`src/usbsof_defs.svh`:
```
// constants of the usb frame number and endpoint fifo reset slice
`ifndef USBSOF_DEFS_SVH
`define USBSOF_DEFS_SVH

// =====================================================================
// register indices (byte address is four times the index)
`define USBSOF_IDX_W 10
`define USBSOF_IDX_FRAME_COUNT_VALUE_LO 10'h0ba
`define USBSOF_IDX_FRAME_COUNT_VALUE_HI 10'h0bb
`define USBSOF_IDX_EP_RST 10'h0d5
`define USBSOF_IDX_IRQ_STAT 10'h0e0
`define USBSOF_IDX_IRQ_MASK 10'h0e1

// =====================================================================
// field positions
`define USBSOF_EP_COUNT 7
`define USBSOF_FRAME_COUNT_VALUE_W 11
`define USBSOF_FRAME_COUNT_VALUE_LO_W 8
`define USBSOF_FRAME_COUNT_VALUE_HI_W 3
`define USBSOF_HI_CRC_GOOD_BIT 5
`define USBSOF_HI_CRC_BAD_BIT 4
`define USBSOF_IRQ_W 2
`define USBSOF_IRQ_SOF_BIT 0
`define USBSOF_IRQ_CRC_BAD_BIT 1

// =====================================================================
// reset values
`define USBSOF_RST_FRAME_COUNT_VALUE 11'h000
`define USBSOF_RST_EP 7'h00
`define USBSOF_RST_IRQ 2'h0

`endif

```
`src/usbsof_pkg.sv`:
```
// types of the usb frame number and endpoint fifo reset slice
`include "usbsof_defs.svh"

package usbsof_pkg;

   // =====================================================================
   // start of frame events from the packet receiver
   typedef struct packed {
      logic pid_seen;
      logic frame_done;
      logic crc_ok;
      logic [`USBSOF_FRAME_COUNT_VALUE_W-1:0] frame;
   } usbsof_sof_t;

   // =====================================================================
   // captured frame state
   typedef struct packed {
      logic frame_crc_good;
      logic frame_crc_bad;
      logic [`USBSOF_FRAME_COUNT_VALUE_W-1:0] frame_count_value;
   } usbsof_frame_t;

   // =====================================================================
   // pending bus write
   typedef struct packed {
      logic pend;
      logic [`USBSOF_IDX_W-1:0] idx;
   } usbsof_wr_t;

endpackage : usbsof_pkg

```
`src/usbsof_top.sv`:
```
// usb frame number capture and endpoint fifo reset registers on ahb-lite
`timescale 1ns/1ns
`include "usbsof_defs.svh"

module usbsof_top (
   // clock and reset
   input wire logic ref_clk,
   input wire logic reset,
   // ahb-lite slave
   input wire logic hsel,
   input wire logic [31:0] haddr,
   input wire logic [1:0] htrans,
   input wire logic hwrite,
   input wire logic [2:0] hsize,
   input wire logic [31:0] hwdata,
   input wire logic hready,
   output logic [31:0] hrdata,
   output logic hreadyout,
   output logic hresp,
   // start of frame events
   input wire usbsof_pkg::usbsof_sof_t sof_in,
   // endpoint fifo clears and interrupt
   output logic [`USBSOF_EP_COUNT-1:0] ep_fifo_clear,
   output logic irq
);
   import usbsof_pkg::*;

   // =====================================================================
   // state
   usbsof_frame_t frm;
   usbsof_frame_t next_frm;
   usbsof_wr_t wr;
   usbsof_wr_t next_wr;
   logic [`USBSOF_EP_COUNT-1:0] next_ep_fifo_clear;
   logic [`USBSOF_IRQ_W-1:0] irq_stat;
   logic [`USBSOF_IRQ_W-1:0] next_irq_stat;
   logic [`USBSOF_IRQ_W-1:0] irq_mask;
   logic [`USBSOF_IRQ_W-1:0] next_irq_mask;
   logic [31:0] next_hrdata;
   logic next_irq;

   // =====================================================================
   // address phase decode
   logic take;
   logic take_rd;
   logic take_wr;
   logic [`USBSOF_IDX_W-1:0] idx;
   logic idx_hit;

   always_comb begin
      take = hsel & hready & htrans[1];
      take_rd = take & ~hwrite;
      take_wr = take & hwrite;
      idx = haddr[`USBSOF_IDX_W+1:2];
      idx_hit = (haddr[31:`USBSOF_IDX_W+2] == '0) & (haddr[1:0] == 2'h0);
   end

   // =====================================================================
   // data phase write strobes
   logic wr_ep;
   logic wr_mask;

   always_comb begin
      wr_ep = wr.pend & (wr.idx == `USBSOF_IDX_EP_RST);
      wr_mask = wr.pend & (wr.idx == `USBSOF_IDX_IRQ_MASK);
   end

   // =====================================================================
   // frame capture
   always_comb begin
      next_frm = frm;
      if (sof_in.frame_done) begin
         next_frm.frame_count_value = sof_in.frame;
         next_frm.frame_crc_good = sof_in.crc_ok;
         next_frm.frame_crc_bad = ~sof_in.crc_ok;
      end
   end

   always_ff @(posedge ref_clk) begin
      if (reset) begin
         frm <= '0;
      end else begin
         frm <= next_frm;
      end
   end

   // =====================================================================
   // interrupt status, mask and level output
   logic [`USBSOF_IRQ_W-1:0] irq_set;
   logic [`USBSOF_IRQ_W-1:0] irq_clr;

   always_comb begin
      irq_set = '0;
      irq_set[`USBSOF_IRQ_SOF_BIT] = sof_in.pid_seen;
      irq_set[`USBSOF_IRQ_CRC_BAD_BIT] = sof_in.frame_done & ~sof_in.crc_ok;
      irq_clr = '0;
      if (take_rd && idx_hit && idx == `USBSOF_IDX_IRQ_STAT) begin
         irq_clr = '1;
      end
      // set wins over a read clear in the same cycle
      next_irq_stat = (irq_stat & ~irq_clr) | irq_set;
      next_irq_mask = irq_mask;
      if (wr_mask) begin
         next_irq_mask = hwdata[`USBSOF_IRQ_W-1:0];
      end
      next_irq = |(next_irq_stat & next_irq_mask);
   end

   always_ff @(posedge ref_clk) begin
      if (reset) begin
         irq_stat <= `USBSOF_RST_IRQ;
         irq_mask <= `USBSOF_RST_IRQ;
         irq <= 1'b0;
      end else begin
         irq_stat <= next_irq_stat;
         irq_mask <= next_irq_mask;
         irq <= next_irq;
      end
   end

   // =====================================================================
   // endpoint fifo clears
   always_comb begin
      next_ep_fifo_clear = ep_fifo_clear;
      if (wr_ep) begin
         next_ep_fifo_clear = hwdata[`USBSOF_EP_COUNT-1:0];
      end
   end

   always_ff @(posedge ref_clk) begin
      if (reset) begin
         ep_fifo_clear <= `USBSOF_RST_EP;
      end else begin
         ep_fifo_clear <= next_ep_fifo_clear;
      end
   end

   // =====================================================================
   // bus control and read data
   always_comb begin
      next_wr.pend = take_wr & idx_hit;
      next_wr.idx = idx;
      next_hrdata = hrdata;
      if (take_rd) begin
         next_hrdata = '0;
         if (idx_hit) begin
            case (idx)
               `USBSOF_IDX_FRAME_COUNT_VALUE_LO: begin
                  next_hrdata[`USBSOF_FRAME_COUNT_VALUE_LO_W-1:0] =
                     frm.frame_count_value[`USBSOF_FRAME_COUNT_VALUE_LO_W-1:0];
               end
               `USBSOF_IDX_FRAME_COUNT_VALUE_HI: begin
                  next_hrdata[`USBSOF_FRAME_COUNT_VALUE_HI_W-1:0] =
                     frm.frame_count_value[`USBSOF_FRAME_COUNT_VALUE_W-1:`USBSOF_FRAME_COUNT_VALUE_LO_W];
                  next_hrdata[`USBSOF_HI_CRC_GOOD_BIT] = frm.frame_crc_good;
                  next_hrdata[`USBSOF_HI_CRC_BAD_BIT] = frm.frame_crc_bad;
               end
               `USBSOF_IDX_EP_RST: begin
                  next_hrdata[`USBSOF_EP_COUNT-1:0] =
                     wr_ep ? hwdata[`USBSOF_EP_COUNT-1:0] : ep_fifo_clear;
               end
               `USBSOF_IDX_IRQ_STAT: begin
                  next_hrdata[`USBSOF_IRQ_W-1:0] = irq_stat | irq_set;
               end
               `USBSOF_IDX_IRQ_MASK: begin
                  next_hrdata[`USBSOF_IRQ_W-1:0] =
                     wr_mask ? hwdata[`USBSOF_IRQ_W-1:0] : irq_mask;
               end
               default: begin
                  next_hrdata = '0;
               end
            endcase
         end
      end
   end

   // =====================================================================
   // bus registers
   always_ff @(posedge ref_clk) begin
      if (reset) begin
         wr <= '0;
         hrdata <= '0;
         hreadyout <= 1'b0;
         hresp <= 1'b0;
      end else begin
         wr <= next_wr;
         hrdata <= next_hrdata;
         hreadyout <= 1'b1;
         hresp <= 1'b0;
      end
   end
endmodule : usbsof_top

```
`config.mk`:
```
export PLATFORM = sky130hd
export DESIGN_NAME = usbsof_top
export DESIGN_NICKNAME = d
export VERILOG_FILES = /design/src/usbsof_pkg.sv /design/src/usbsof_top.sv
export VERILOG_INCLUDE_DIRS = /design/src
export SDC_FILE = /design/constraint.sdc
export NUM_CORES = 1
export LEC_CHECK = 0
export BUFFER_PORTS_ARGS = -buffer_cell sky130_fd_sc_hd__buf_4
export CAP_MARGIN = 20
export CORE_MARGIN = 2
export CORE_UTILIZATION = 42
export CTS_CLUSTER_DIAMETER = 150
export CTS_CLUSTER_SIZE = 8
export DETAILED_ROUTE_END_ITERATION = 10
export GPL_TIMING_DRIVEN = 1
export HOLD_SLACK_MARGIN = 0.12
export PLACE_DENSITY = 0.85
export SYNTH_ARGS = -nofsm -noshare
export SYNTH_HDL_FRONTEND = slang
export SYNTH_SLANG_ARGS = --single-unit
```
`constraint.sdc`:
```
create_clock -name ref_clk -period 2.6 [get_ports ref_clk]
set_input_delay 0.39 -clock ref_clk [delete_from_list [all_inputs] [get_ports ref_clk]]
set_output_delay 0.39 -clock ref_clk [all_outputs]
set_load 0.03 [all_outputs]
```
==> flow_summary.ini, run 1 <==
[power]
leakage_nw = 1.18
finalPower_mw = 1.33
p_sw_mw = 0.346
pwr-share-comb = 0.144
clkPwrFrac = 0.313
ir_drop_mv = 0.298
powerDensity_nw_per_um2 = 496
power.internal_mw = 0.984
switching_share = 0.260
seqPwrFrac = 0.543

[clocking]
postCtsSetupRepairBufs = 0
numCtsBuffers = 5
clock_sinks = 45
cts_hold_buffers = 0
cts.repair.resized = 0
cts.path.max_buffers = 2
cts_root_buf = clkbuf_8
htree_levels = 2
cts_tree = built
path_clk_slew_ns = 0.08
clk_latency_ns = 0.30

[min_path]
min-delay-path-class = in -> reg
hp-start = sof_in[11]
min_path_cells = 2
min_delay_worst_endpoint = frm[11]$_SDFFE_PP0P_

[floorplanning]
ios = 130
dieWidth_um = 74.0
initial_core_util = 0.436
die_area_um2 = 5480
floorplan.rows = 25
fp.dieH_um = 74.0
core_um2 = 4720

[critical_path]
cp_slowest_cell = or4_2
cp-end-kind = flop
r2r_end = hrdata[1]$_SDFFE_PP0P_
cp.required_ns = 2.80
path_class = reg -> reg
startpoint_type = flop
critPathMaxStageDelay_ns = 0.72
crit_cells = 5
path_buf_inv = 0
worst-path-max-fanout = 3
r2r_start = wr[9]$_SDFF_PP0_
path_cells = or4b_4 > or4_2 > mux2i_1 > a21oi_1 > a2bb2oi_1
worst-r2r-setup-slack_ns = 0.36
ff2ff_path_depth = 5
crit_family = simple AND/OR/NAND/NOR gates
cp.arrival_ns = 2.44

[finish]
final_cells = 361
fill_cells = 440
antenna_cells = 0
layout-drive-gt1-share = 0.310
area_delta_synth_final_pct = 30.1
utilization = 0.567
final_nets = 381

[timing]
maxSlewViolCount = 0
slew_headroom = 0.661
fin_ws_ns = 0.358
tightest_slew_ns = 0.504
period_needed_ns = 2.24
fmax_ghz = 0.446
fin_worst_skew_ns = 0.00812
finalCritPeriodShare = 0.862
tns_ns = 0
setup_viol = 0
rsz0062_at_grt = no
final_hold_viol_count = 0

[logic_synthesis]
yosys_warnings = 0
ys_types = 35
synth_compound_area_frac = 0.0832
seq_area_frac_synth = 0.437
synthXorXnorAreaFrac = 0
synth.cell_area_um2 = 2060
synthArstFlopShare = 0
syn_avg_cell_area_um2 = 9.45
synth_top_family_by_area = simple AND/OR/NAND/NOR gates
syn_inst = 218
ys.flop_type = dfxtp_1
synthSimpleGateAreaFrac = 0.240
synthMuxAreaShare = 0.126
synthAdderAreaFrac = 0
ys_seq_elements = 45
synth-edff-count = 0

[placed_design]
place_congestion = 0.734
place_inst = 353
pre_cts_slack_ns = 0.337
hpwl_mm = 3.61
numPortBuffers = 75

[drt]
route.detailed.drc = 0
vias_per_cell = 4.82
vias = 1739
dr.pass1.iters = 4
wl_per_cell_um = 13.1
drtAntennaViolNets = 0
wirelength_mm = 4.73
drtIter0Drc = 28

[global_route]
grt_overflow = 0
grt_antenna_before_repair = 0
grt_max_degree = 44
grt_pass1_wl_mm = 7.02
grt_usage = 0.167
grt_pass1_vias = 1538

[flow_run]
cap_violations = 0

[outcome]
status = finished, final reports clean
area by class of cell:
type	count	area [um2]	area share
clock buffer	6	72.6	0.0271
clock inverter	2	10.0	0.00373
inverter	2	7.51	0.00280
multi-input combinational	161	1020	0.380
sequential	45	901	0.336
tap	67	83.8	0.0313
timing repair buffer	78	586	0.218
synthesized netlist by cell type, drive strengths merged, types with 3 or more instances:
cell type / number / area (um2)
dfxtp: 45 / 901
nor2: 31 / 116
buf: 26 / 191
mux2i: 26 / 260
nor2b: 11 / 68.8
a21oi: 8 / 40.0
clkbuf: 8 / 30.0
nor4: 8 / 65.1
nand2: 7 / 26.3
nor3b: 6 / 45.0
a22oi: 5 / 37.5
nand2b: 4 / 25.0
nand3: 3 / 15.0
nand4b: 3 / 26.3
worst register-to-register path, stage by stage (launching register included):
cell and delay (ns):
dfxtp_1 0.31, or4b_4 0.55, or4_2 0.72, mux2i_1 0.30, a21oi_1 0.11, a2bb2oi_1 0.15
registers in the layout, summed over array words and instances (netlist names):
name	count
irq	1
irq_stat	2
hrdata	8
hreadyout	1
wr	11
ep_fifo_clear	7
frm	13
irq_mask	2
power groups by stage:
stage	combinational (mW)	clock [mW]	sequential, mW
after floorplan	0.136	0	0.737
after global placement	0.186	0	0.738
after detailed placement	0.190	0	0.739
after CTS	0.191	0.424	0.723
after global routing	0.206	0.447	0.726
final	0.191	0.416	0.723
layout by cell type, fill, tap and decap left out, types with 2 or more instances in the layout:
cell / n
buf_4: 78
dfxtp_1: 45
nor2_1: 31
mux2i_1: 26
conb_1: 25
nor2b_1: 11
a21oi_1: 8
nor4_1: 7
nand2_1: 7
nor3b_1: 6
a22oi_1: 5
clkbuf_8: 5
nand2b_1: 4
nand4b_1: 3
nand3_1: 3
inv_1: 2
a31o_2: 2
o21ai_0: 2
and4b_1: 2
or3b_1: 2
o31ai_1: 2
o221ai_1: 2
a2bb2oi_1: 2
clkinv_2: 2
worst max path at each step:
stage	end	from	slack, ns
floorplan	hrdata[1]$_SDFFE_PP0P_	wr[9]$_SDFF_PP0_	0.50
global placement	hrdata[1]$_SDFFE_PP0P_	wr[9]$_SDFF_PP0_	0.36
detailed placement	hrdata[1]$_SDFFE_PP0P_	wr[9]$_SDFF_PP0_	0.34
CTS	hrdata[1]$_SDFFE_PP0P_	wr[9]$_SDFF_PP0_	0.34
global route	hrdata[1]$_SDFFE_PP0P_	wr[9]$_SDFF_PP0_	0.27
finish	hrdata[1]$_SDFFE_PP0P_	wr[9]$_SDFF_PP0_	0.36
cell families after synthesis:
logic type / count (synthesis)
compound gates: 25
flops: 45
simple gates: 85
other cells: 1
buf+inv: 36
mux: 26
routing by layer:
layer,wire [um],vias up,track usage
met5,0,-,0
met1,2080,812,0.217
met2,2360,51,0.271
met4,68,0,0.0667
li1,-,869,-
met3,218,7,0.0352
per-stage QoR:
stage               cell area (um2)  hold slack [ns]
floorplan                      2150            0.452
global route                   2680            0.296
detailed placement             2600            0.458
CTS                            2680            0.282
global placement               2600            0.455
finish                         2680            0.289
Note: power is estimated with default switching activity, not from simulation.
==> run 2, diff against run 1 <==
BUFFER_PORTS_ARGS = -buffer_cell sky130_fd_sc_hd__buf_2   (was -buffer_cell sky130_fd_sc_hd__buf_4)
==> run 2 against run 1 <==
  * Routed wire length is 3.2% lower
  * Non-clock buffer count is 1 higher
  * Utilization is 3.4 points lower
==> flow_summary.ini, run 2 (synthesis results as in run 1) <==
[timing]
slew_headroom = 0.654
setup_viol = 0
finalCritPeriodShare = 0.883
tightest_slew_ns = 0.515
period_needed_ns = 2.29
fin_worst_skew_ns = 0.0124
rsz0062_at_grt = no
fin_ws_ns = 0.305
maxSlewViolCount = 0
final_hold_viol_count = 0
fmax_ghz = 0.436
tns_ns = 0

[clocking]
clock_sinks = 45
cts_hold_buffers = 0
cts_root_buf = clkbuf_8
clk_latency_ns = 0.30
path_clk_slew_ns = 0.08
cts_tree = built
postCtsSetupRepairBufs = 0
cts.repair.resized = 0
numCtsBuffers = 5
cts.path.max_buffers = 2
htree_levels = 2

[drt]
drtIter0Drc = 88
drtAntennaViolNets = 0
dr.pass1.iters = 4
wl_per_cell_um = 12.6
route.detailed.drc = 0
vias = 1699
vias_per_cell = 4.69
wirelength_mm = 4.58

[finish]
layout-drive-gt1-share = 0.315
largest_reg_flops = 13
antenna_cells = 0
top_regs = frm: 13 flops, wr: 11 flops, hrdata: 8 flops
stdcell_area_um2 = 2520
final_nets = 382
fill_cells = 460
final_cells = 362
multi_input_comb_area_um2 = 1020
register_area_um2 = 901
final_cell_mix = 75 x buf_2, 45 x dfxtp_1, 31 x nor2_1, 26 x mux2i_1, 25 x conb_1
top_register = frm
area_delta_synth_final_pct = 22.3
mostFrequentLayoutCell = buf_2

[critical_path]
cp.arrival_ns = 2.48
worst-path-max-fanout = 3
path_class = reg -> reg
worst-r2r-setup-slack_ns = 0.31
crit_start = wr[9]$_SDFF_PP0_
ff2ff_path_depth = 5
cp.required_ns = 2.78
r2r_end = hrdata[1]$_SDFFE_PP0P_
cp-end-kind = flop
cp-endpoint = hrdata[1]$_SDFFE_PP0P_
r2r_start = wr[9]$_SDFF_PP0_
startpoint_type = flop

[floorplanning]
dieWidth_um = 74.0
ios = 130
die_area_um2 = 5480
core_um2 = 4720
initial_core_util = 0.436
fp.dieH_um = 74.0
floorplan.rows = 25

[outcome]
status = finished, final reports clean

[flow_run]
cap_violations = 0

[placed_design]
place_congestion = 0.780
pre_cts_slack_ns = 0.311
postPlaceCellArea_um2 = 2420
numPortBuffers = 75
hpwl_mm = 3.58
place_inst = 354

[global_route]
grt_usage = 0.161
grt_antenna_before_repair = 0
grt_overflow = 0
grt_pass1_vias = 1527
grt_max_degree = 43
grt_pass1_wl_mm = 6.84

[power]
ir_drop_mv = 0.385
leakage_nw = 1.14
powerDensity_nw_per_um2 = 540

[min_path]
min-delay-path-class = in -> reg
min_path_cells = 2
run 2: critical path: stages, from the launching register on:
cell	delay, ns
dfxtp_1	0.31
or4b_4	0.56
or4_2	0.72
mux2i_1	0.33
a21oi_1	0.11
a2bb2oi_1	0.15
run 2: power breakdown:
part / internal (mW) / switching, mW
sequential: 0.712 / 0.0104
combinational: 0.0618 / 0.105
clock: 0.240 / 0.230
total: 1.01 / 0.345
run 2: per-stage QoR:
stage / power (mW) / hold WS, ns / util
floorplan: 0.873 / 0.452 / -
global placement: 0.901 / 0.445 / 0.512
detailed placement: 0.905 / 0.454 / 0.512
CTS: 1.37 / 0.300 / 0.533
global route: 1.41 / 0.296 / 0.533
finish: 1.36 / 0.306 / 0.533
run 2: layout make-up:
type | instances | area share
multi-input cells | 161 | 0.405
flip-flops and latches | 45 | 0.358
repair buffers | 79 | 0.161
clock buffers | 7 | 0.0383
well taps | 67 | 0.0333
inverters | 2 | 0.00298
clock inverters | 1 | 0.00199
run 2: layer usage:
metal,wire [um],part of all wire,global-route usage
met1,2060,0.45,0.213
met2,2260,0.49,0.264
met3,205,0.045,0.0379
met4,53,0.012,0.0424
met5,0,0,0
run 2: worst min-delay path by stage:
| stage | start | end | slack, ns |
|---|---|---|---|
| floorplan | frm[3]$_SDFFE_PP0P_ | frm[3]$_SDFFE_PP0P_ | 0.45 |
| global placement | hrdata[7]$_SDFFE_PP0P_ | hrdata[7]$_SDFFE_PP0P_ | 0.45 |
| detailed placement | hrdata[7]$_SDFFE_PP0P_ | hrdata[7]$_SDFFE_PP0P_ | 0.45 |
| CTS | reset | hreadyout$_DFF_P_ | 0.30 |
| global route | reset | hreadyout$_DFF_P_ | 0.30 |
| finish | reset | hreadyout$_DFF_P_ | 0.31 |
